$ cat config.mk
export PLATFORM = sky130hd
export DESIGN_NAME = pac_adapter
export DESIGN_NICKNAME = d
export VERILOG_FILES = /design/src/inc/pac_pkg.sv /design/src/rtl/pac_debounce.sv /design/src/rtl/pac_adapter.sv
export SDC_FILE = /design/constraint.sdc
export NUM_CORES = 1
export LEC_CHECK = 0
export ABC_AREA = 1
export BUFFER_PORTS_ARGS = -buffer_cell sky130_fd_sc_hd__buf_2
export CORE_MARGIN = 4
export CORE_UTILIZATION = 35
export CTS_CLUSTER_DIAMETER = 150
export DETAILED_ROUTE_END_ITERATION = 8
export HOLD_SLACK_MARGIN = 0.03
export SYNTH_ARGS = -nofsm -noshare
export SYNTH_HDL_FRONTEND = slang
export SYNTH_HIERARCHICAL = 1
export SYNTH_SLANG_ARGS = --single-unit
$ cat constraint.sdc
create_clock -name clk_sys -period 2.6 [get_ports clk_sys]
set_input_delay 0.13 -clock clk_sys [delete_from_list [all_inputs] [get_ports clk_sys]]
set_output_delay 0.13 -clock clk_sys [all_outputs]
set_load 0.03 [all_outputs]
$ cat src/inc/pac_pkg.sv
// package for the programming adapter control block: types and constants
// assumes a 200 MHz system clock and buttons that read high when pressed
package pac_pkg;

  // clock rate in kHz
  localparam int unsigned CLK_KHZ = 200_000;
  // debounce time in ms and its cycle count
  localparam int unsigned DEBOUNCE_MS = 20;
  localparam int unsigned DEBOUNCE_CYC = DEBOUNCE_MS * CLK_KHZ;
  // target reset pulse length in us and cycles
  localparam int unsigned RST_PULSE_US = 100;
  localparam int unsigned RST_PULSE_CYC = RST_PULSE_US * (CLK_KHZ / 1000);
  // loop-back hold after reset release, in ms and cycles
  localparam int unsigned LOOP_HOLD_MS = 50;
  localparam int unsigned LOOP_HOLD_CYC = LOOP_HOLD_MS * CLK_KHZ;
  // button index positions
  localparam int unsigned BTN_RESET = 0;
  localparam int unsigned BTN_TRACE = 1;
  localparam int unsigned BTN_MODE = 2;
  localparam int unsigned BTN_VPP = 3;
  localparam int unsigned BTN_COUNT = 4;

  // host receive routing
  typedef enum logic [1:0] {
    PAC_ROUTE_RX = 2'h0,   // host rx follows target receive pin
    PAC_ROUTE_TX = 2'h1,   // host rx follows target transmit pin
    PAC_ROUTE_THRU = 2'h2  // host rx/tx wired to target tx/rx
  } pac_route_t;

  // reset sequencer states, one-hot
  typedef enum logic [2:0] {
    PAC_SEQ_IDLE = 3'h1,
    PAC_SEQ_PULSE = 3'h2,
    PAC_SEQ_HOLD = 3'h4
  } pac_seq_t;

  // adapter status bundle
  typedef struct packed {
    logic boot_mode;      // boot mode selected
    logic loop_back;      // target pins looped together
    logic vpp_on;         // programming voltage enabled
    pac_route_t route;    // monitor routing
  } pac_status_t;

  // reset values
  localparam logic RST_BOOT_MODE = 1'b0;
  localparam logic RST_VPP_ON = 1'b0;
  localparam pac_route_t RST_ROUTE = PAC_ROUTE_RX;

endpackage

$ cat src/rtl/pac_debounce.sv
// one debounced button: three-flop sync plus a hold timer
// assumes a raw asynchronous pin, high when pressed
`timescale 1ns/1ps
module pac_debounce #(
  parameter int unsigned HOLD_CYC = pac_pkg::DEBOUNCE_CYC
) (
  // clock and control
  input wire logic clk_sys,
  input wire logic sys_rst,
  input wire logic clk_en,
  // raw pin
  input wire logic pin_raw,
  // clean level and release pulse
  output logic level,
  output logic released
);
  localparam int unsigned CW = $clog2(HOLD_CYC + 1);

  // synchroniser chain; sync1 read only by sync2
  logic sync1;
  logic sync2;
  logic sync3;
  // hold counter after an accepted edge
  logic [CW-1:0] hold;

  // agreeing stages mark a real change
  wire changed = (sync2 == sync3) && (sync3 != level);
  wire hold_busy = (hold != '0);

  // sync chain
  always_ff @(posedge clk_sys) begin
    if (sys_rst) begin
      sync1 <= 1'b0;
      sync2 <= 1'b0;
      sync3 <= 1'b0;
    end else if (clk_en) begin
      sync1 <= pin_raw;
      sync2 <= sync1;
      sync3 <= sync2;
    end
  end

  // accept an edge, then ignore the pin for the hold time
  always_ff @(posedge clk_sys) begin
    if (sys_rst) begin
      level <= 1'b0;
      released <= 1'b0;
      hold <= '0;
    end else if (clk_en) begin
      released <= 1'b0;
      if (hold_busy) begin
        hold <= hold - CW'(1);
      end else if (changed) begin
        level <= sync3;
        released <= level; // fall of clean level
        hold <= CW'(HOLD_CYC);
      end
    end
  end
endmodule // pac_debounce

$ cat src/rtl/pac_adapter.sv
// programming adapter control: buttons, mode, vpp, routing, reset sequence
// assumes raw button pins high when pressed and a shared open-drain reset
`timescale 1ns/1ps
module pac_adapter #(
  parameter int unsigned DEBOUNCE_CYC = pac_pkg::DEBOUNCE_CYC,
  parameter int unsigned RST_PULSE_CYC = pac_pkg::RST_PULSE_CYC,
  parameter int unsigned LOOP_HOLD_CYC = pac_pkg::LOOP_HOLD_CYC
) (
  // clock and control
  input wire logic clk_sys,
  input wire logic sys_rst,
  input wire logic clk_en,
  // raw push buttons
  input wire logic target_reset_button,
  input wire logic serial_trace_button,
  input wire logic mode_toggle_button,
  input wire logic prog_voltage_button,
  // shared target reset line, open drain
  input wire logic target_reset_n_in,
  output logic target_reset_n_out,
  output logic target_reset_n_oe,
  // boot mode select pins, open drain
  output logic boot_mode_select_pins_out,
  output logic boot_mode_select_pins_oe,
  // serial lines
  input wire logic target_transmit_pin,
  input wire logic host_tx,
  output logic host_rx,
  output logic target_receive_pin_out,
  output logic target_receive_pin_oe,
  input wire logic target_receive_pin_in,
  // programming voltage enable
  output logic programming_voltage,
  // status
  output pac_pkg::pac_status_t status
);
  // counter widths, wide enough for the loaded cycle count
  localparam int unsigned PW = $clog2(RST_PULSE_CYC + 1);
  localparam int unsigned LW = $clog2(LOOP_HOLD_CYC + 1);

  // next routing in the three-state cycle
  // the three routes form a ring stepped by the trace button
  // wraps from feed-through back to the receive-pin tap
  function automatic pac_pkg::pac_route_t route_step(
    input pac_pkg::pac_route_t r
  );
    unique case (r)
      pac_pkg::PAC_ROUTE_RX: route_step = pac_pkg::PAC_ROUTE_TX;
      pac_pkg::PAC_ROUTE_TX: route_step = pac_pkg::PAC_ROUTE_THRU;
      default: route_step = pac_pkg::PAC_ROUTE_RX;
    endcase
  endfunction

  // raw and debounced buttons
  // index order follows the button positions in the package
  wire [pac_pkg::BTN_COUNT-1:0] btn_raw = {prog_voltage_button,
    mode_toggle_button, serial_trace_button, target_reset_button};
  logic [pac_pkg::BTN_COUNT-1:0] btn_rel;

  // one debouncer per button
  // each button has its own sync chain and hold timer
  // only the release pulse is used; actions wait for release
  genvar gi;
  for (gi = 0; gi < pac_pkg::BTN_COUNT; gi++) begin : g_btn
    pac_debounce #(.HOLD_CYC(DEBOUNCE_CYC)) u_db (
      .clk_sys(clk_sys),
      .sys_rst(sys_rst),
      .clk_en(clk_en),
      .pin_raw(btn_raw[gi]),
      .level(),
      .released(btn_rel[gi])
    );
  end

  // reset line synchroniser, three flops
  // reset value 1 matches the idle, pulled-up line, so no
  // false falling edge follows sys_rst
  logic rl1;
  logic rl2;
  logic rl3;
  always_ff @(posedge clk_sys) begin
    if (sys_rst) begin
      rl1 <= 1'b1;
      rl2 <= 1'b1;
      rl3 <= 1'b1;
    end else if (clk_en) begin
      rl1 <= target_reset_n_in;
      rl2 <= rl1;
      rl3 <= rl2;
    end
  end
  // clean reset level, changes once stages two and three agree
  // our own pull shows up here too; the sequencer is busy then
  logic rl_level;
  wire rl_agree = (rl2 == rl3);
  wire rl_fall = rl_agree && !rl3 && rl_level;
  wire rl_rise = rl_agree && rl3 && !rl_level;
  always_ff @(posedge clk_sys) begin
    if (sys_rst) rl_level <= 1'b1;
    else if (clk_en && rl_agree) rl_level <= rl3;
  end

  // mode, vpp and routing state
  // mode and vpp survive a target reset; only sys_rst clears them
  logic boot_mode;
  logic vpp_on;
  pac_pkg::pac_route_t route;

  // button actions, trace and vpp gated by mode
  // presses in the wrong mode are dropped silently
  wire rst_press = btn_rel[pac_pkg::BTN_RESET];
  wire trace_go = btn_rel[pac_pkg::BTN_TRACE] && !boot_mode;
  wire mode_go = btn_rel[pac_pkg::BTN_MODE];
  wire vpp_go = btn_rel[pac_pkg::BTN_VPP] && boot_mode;

  // mode, vpp, routing registers
  // clk_en low freezes every register below
  always_ff @(posedge clk_sys) begin
    if (sys_rst) begin
      boot_mode <= pac_pkg::RST_BOOT_MODE;
      vpp_on <= pac_pkg::RST_VPP_ON;
      route <= pac_pkg::RST_ROUTE;
    end else if (clk_en) begin
      if (mode_go) boot_mode <= !boot_mode;
      if (vpp_go) vpp_on <= !vpp_on;
      if (trace_go) route <= route_step(route);
    end
  end

  // reset sequencer
  // pulse_cnt times our own pull, hold_cnt the loop-back tail
  pac_pkg::pac_seq_t seq;
  pac_pkg::pac_seq_t next_seq;
  logic [PW-1:0] pulse_cnt;
  logic [LW-1:0] hold_cnt;
  logic loop_back;
  logic drive_rst;

  // sequence triggers: button press or foreign falling edge
  // a stale trigger cannot queue: seq_start needs the idle state
  // the pulse state ends only once the line reads high again, so a
  // board that keeps reset low stretches the sequence
  wire seq_idle = (seq == pac_pkg::PAC_SEQ_IDLE);
  wire seq_start = seq_idle && (rst_press || rl_fall);
  wire pulse_done = (pulse_cnt == '0) && rl_rise;
  wire hold_done = (hold_cnt == '0);

  // next state
  always_comb begin
    next_seq = seq;
    unique case (seq)
      pac_pkg::PAC_SEQ_IDLE: begin
        // wait for a release or a foreign reset edge
        if (seq_start) next_seq = pac_pkg::PAC_SEQ_PULSE;
      end
      pac_pkg::PAC_SEQ_PULSE: begin
        // boot mode keeps the loop for the hold time
        if (pulse_done) begin
          next_seq = boot_mode ? pac_pkg::PAC_SEQ_HOLD
                               : pac_pkg::PAC_SEQ_IDLE;
        end
      end
      pac_pkg::PAC_SEQ_HOLD: begin
        // hold timer runs out, feed-through from here
        if (hold_done) next_seq = pac_pkg::PAC_SEQ_IDLE;
      end
      default: next_seq = pac_pkg::PAC_SEQ_IDLE;
    endcase
  end

  // state, counters, drive and loop-back
  // pulse_cnt reloads on start, hold_cnt at pulse end; triggers while busy are ignored
  always_ff @(posedge clk_sys) begin
    if (sys_rst) begin
      seq <= pac_pkg::PAC_SEQ_IDLE;
      pulse_cnt <= '0;
      hold_cnt <= '0;
      loop_back <= 1'b0;
      drive_rst <= 1'b0;
    end else if (clk_en) begin
      seq <= next_seq;
      if (seq_start) begin
        pulse_cnt <= PW'(RST_PULSE_CYC);
        drive_rst <= 1'b1;
        loop_back <= boot_mode;
      end else if (seq == pac_pkg::PAC_SEQ_PULSE) begin
        // count down, then let go of the line
        if (pulse_cnt != '0) pulse_cnt <= pulse_cnt - PW'(1);
        else drive_rst <= 1'b0;
        if (pulse_done) begin
          hold_cnt <= LW'(LOOP_HOLD_CYC);
          if (!boot_mode) loop_back <= 1'b0;
        end
      end else if (seq == pac_pkg::PAC_SEQ_HOLD) begin
        if (!hold_done) hold_cnt <= hold_cnt - LW'(1);
        else loop_back <= 1'b0;
      end
    end
  end

  // routing selection
  // host receive taps the target transmit pin in boot mode, in the
  // transmit route and in feed-through; else the receive pin
  wire thru = !boot_mode && (route == pac_pkg::PAC_ROUTE_THRU);
  wire rx_sel_tx = boot_mode || (route != pac_pkg::PAC_ROUTE_RX);
  wire next_host_rx = rx_sel_tx ? target_transmit_pin
                                : target_receive_pin_in;
  // host receive flop
  // registered, so host_rx lags the pins by one cycle
  always_ff @(posedge clk_sys) begin
    if (sys_rst) host_rx <= 1'b1;
    else if (clk_en) host_rx <= next_host_rx;
  end

  // pin drives
  // open-drain style: out stays 0 and oe decides
  assign target_reset_n_out = 1'b0;
  assign target_reset_n_oe = drive_rst;
  assign boot_mode_select_pins_out = 1'b0;
  assign boot_mode_select_pins_oe = boot_mode;
  // loop-back takes priority; else feed-through in boot or thru route
  // feed-through hands the target receive pin to the host
  assign target_receive_pin_oe = loop_back || boot_mode || thru;
  assign target_receive_pin_out = loop_back ? target_transmit_pin
                                            : host_tx;
  assign programming_voltage = vpp_on;
  assign status = '{boot_mode: boot_mode, loop_back: loop_back,
                    vpp_on: vpp_on, route: route};
endmodule // pac_adapter

==> results.sh <==
export IMPL_end_kind="flip-flop"
export IMPL_finalHoldViolCount=0
export IMPL_critPathRequiredTime_ns=2.95
export IMPL_muxShareOfSynthArea=0
export IMPL_switching_share=0.462
export IMPL_core_area_um2=28600
export IMPL_crit_path_max_fanout=24
export IMPL_antenna_cells=0
export IMPL_clock_path_buffers=2
export IMPL_io_pins=24
export IMPL_p_seq_frac=0.277
export IMPL_antenna_found_initial=0
export IMPL_finalPower_uw=12700
export IMPL_yosys_area_share_simple=0.433
export IMPL_via_per_inst=4.80
export IMPL_fin_crit_sh=0.813
export IMPL_met1_length_mm=11.3
export IMPL_finClkSkew_ns=0.0123
export IMPL_ant_nets=0
export IMPL_multi_input_area_um2=5960
export IMPL_highest_layer="met4"
export IMPL_ys_async_sr_fraction=0
export IMPL_post_cts_setup_buffer_count=0
export IMPL_power_frac_comb=0.525
export IMPL_dr_pass1_iters=5
export IMPL_power_density_nw_per_um2=1140
export IMPL_fp_dieArea_um2=31800
export IMPL_synth_top_family_by_area="simple AND/OR/NAND/NOR gates"
export IMPL_vias=9581
export IMPL_p_sw_uw=5860
export IMPL_routed_wl_met3_um=679
export IMPL_hp_class="input port to flip-flop"
export IMPL_die_h_um=178
export IMPL_synth_xor_area_frac=0.0363
export IMPL_dr_wl_met2_mm=10.6
export IMPL_status="completed"
export IMPL_drtIter0Drc=498
export IMPL_fmax_mhz=473
export IMPL_htree_levels=4
export IMPL_p_int_uw=6810
export IMPL_layout_nets=1622
export IMPL_fin_setup_tns_ns=0
export IMPL_clock_sinks=161
export IMPL_synth_area_per_cell_um2=6.37
export IMPL_clockPowerShare=0.198
export IMPL_syn_to_final_growth_pct=9.59
export IMPL_remaining_drc_errors=0
export IMPL_drive_above_1_share=0.105
export IMPL_grt_util_all_layers=0.148
export IMPL_syn_inst=1594
export IMPL_maxCapViolations=0
export IMPL_cts_buffers=17
export IMPL_clk_latency_ns=0.43
export IMPL_regArea_um2=3220
export IMPL_synth_compound_area_share=0.106
export IMPL_tightest_slew_ns=0.558
export IMPL_place_congestion=0.888
export IMPL_ys_seq_elements=161
export IMPL_grt_pass1_vias=8733
export IMPL_rsz0062_at_grt="false"
export IMPL_fp_dieW_um=178
export IMPL_vdd_drop_max_uv=627
export IMPL_start_util=0.354
export IMPL_io_buffers=21
export IMPL_fin_ws_ns=0.486
export IMPL_relSlewSlack=0.627
export IMPL_path_class="flip-flop to flip-flop"
export IMPL_grt_pass1_wl_mm=40.3
export IMPL_p_leak_uw=0.00511
export IMPL_num_rows=62
export IMPL_fin_crit_ns=2.11
export IMPL_drv_slew=0
export IMPL_synth_edff_count=0
export IMPL_avgRoutedWirePerCell_um=11.5
export IMPL_overflow=0
export IMPL_synth_seq_area_share=0.318
export IMPL_synth_area_um2=10100
export IMPL_pre_cts_ws_ns=0.486
export IMPL_finalSetupViolCount=0
export IMPL_final_util=0.388
export IMPL_ys_flop_type="dfxtp_1"
export IMPL_ys_types=43
export IMPL_ys_warn_count=6
export IMPL_fillers=3066
export IMPL_crit_top_cell="nand2_4"
export IMPL_cts_clk_slew_worst_paths_ns=0.06
export IMPL_synth_fa_ha_area_frac=0.0111
export IMPL_cts_tree="done"
export IMPL_drt_total_wl_mm=23.0
export IMPL_cpPeakStageDelay_ns=0.31
export IMPL_grt_max_degree=62
export IMPL_worstPathCellList="inv_1 -> ha_1 -> nand2_4 -> nor2_4 -> nand3_2 -> nand2_2 -> nand2_4 -> inv_6 -> nand2_1 -> a21oi_1"
export IMPL_critPathSlowestCell="dfxtp_1"
export IMPL_cp_start_kind="flip-flop"
export IMPL_hpwl_mm=16.4
export IMPL_cts_root_buf="clkbuf_16"
export IMPL_cp_arrival_ns=2.46
==> stage by stage <==
| step | hold slack (ns) | cells | area (µm²) |
|---|---|---|---|
| 2_1_floorplan | 0.229 | 1595 | 10200 |
| 3_3_place_gp | 0.356 | 1961 | 10500 |
| 3_5_place_dp | 0.364 | 1961 | 10500 |
| 4_1_cts | 0.0714 | 1998 | 11100 |
| 5_1_grt | 0.140 | 1998 | 11100 |
| 6_report | 0.0849 | 1998 | 11100 |
==> area by class of cell <==
type,count,share of cell area
multi-input combinational,1230,0.536
clock inverter,9,0.00945
clock buffer,22,0.0435
tap,384,0.0432
sequential,161,0.290
timing repair buffer,37,0.0241
inverter,155,0.0543
==> power groups by stage <==
| stage | combinational [µW] | sequential [µW] | clock [µW] |
|---|---|---|---|
| global placement | 6580 | 3540 | 0 |
| floorplan | 5730 | 3400 | 0 |
| detailed placement | 6640 | 3540 | 0 |
| global route | 7710 | 3580 | 2700 |
| finish | 6660 | 3500 | 2510 |
| CTS | 6690 | 3490 | 2600 |
==> cells in the mapped netlist, types with 9 or more instances <==
master,instances,share of area
a211oi_1,9,0.0067
a21oi_1,117,0.058
a21oi_2,24,0.021
buf_6,11,0.012
clkbuf_1,19,0.0070
dfxtp_1,161,0.32
ha_1,9,0.011
inv_1,147,0.054
nand2_1,458,0.17
nand2_2,24,0.015
nand3_1,137,0.068
nand3b_1,13,0.0096
nand4_1,27,0.017
nor2_1,282,0.10
nor2_2,15,0.0092
o21ai_0,16,0.0079
xnor2_1,21,0.018
xor2_1,21,0.018
==> cell families after synthesis <==
kind of cell,count (synthesis)
flops,161
simple gates,997
xor+xnor,42
fa+ha+maj,9
compound gates,180
buf+inv,204
other cells,1
==> critical path, delay by kind of cell, from the launching register on <==
kind / cells / cell delay, ns
adders and majority gates: 1 / 0.30
AOI/OAI and AO/OA: 1 / 0.14
buffers and inverters: 2 / 0.31
and+or+nand+nor: 6 / 0.98
DFF: 1 / 0.31
==> layer usage <==
layer | vias up | track usage
li1 | 5076 | -
met1 | 4334 | 0.199
met2 | 139 | 0.250
met3 | 32 | 0.0182
met4 | 0 | 0.0448
met5 | - | 0
==> layout by cell type, fill, tap and decap left out, types with 16 or more instances in the layout <==
| master | Yosys | routed |
|---|---|---|
| nand2_2 | 24 | 24 |
| nand2_1 | 458 | 458 |
| a21oi_2 | 24 | 24 |
| dfxtp_1 | 161 | 161 |
| xnor2_1 | 21 | 21 |
| o21ai_0 | 16 | 16 |
| buf_2 | 7 | 20 |
| inv_1 | 147 | 147 |
| nand3_1 | 137 | 137 |
| nand4_1 | 27 | 27 |
| a21oi_1 | 117 | 117 |
| nor2_1 | 282 | 282 |
| xor2_1 | 21 | 21 |
| clkbuf_16 | 0 | 17 |
==> state kept, by name, summed over array words and instances, names as in the netlist, 2 cells and up <==
register	count
hold_cnt	24
g_btn.u_db/sync1	4
g_btn.u_db/level	4
g_btn.u_db/hold	88
g_btn.u_db/sync2	4
g_btn.u_db/released	4
g_btn.u_db/sync3	4
pulse_cnt	15
seq	3
route	2
==> timing repair <==
item                                    4_1_cts  5_1_grt
endpoints found under the hold margin         6        0
hold buffers                                  6        0
endpoints found under the setup margin        0        0
resized for setup                             0        0
==> path summary, 6_finish.rpt <==
check                                           start                    end  slack (ns)  cells after the start
worst max-delay path            g_btn[3].u_db/hold[0]  g_btn[3].u_db/hold[5]        0.49                     10
worst min-delay path              target_transmit_pin                host_rx        0.08                      5
worst max register to register  g_btn[3].u_db/hold[0]  g_btn[3].u_db/hold[5]        0.49                     10
worst min register to register    g_btn[1].u_db/sync1    g_btn[1].u_db/sync1        0.46                      2
No activity file was read; power rests on OpenSTA's default activity.
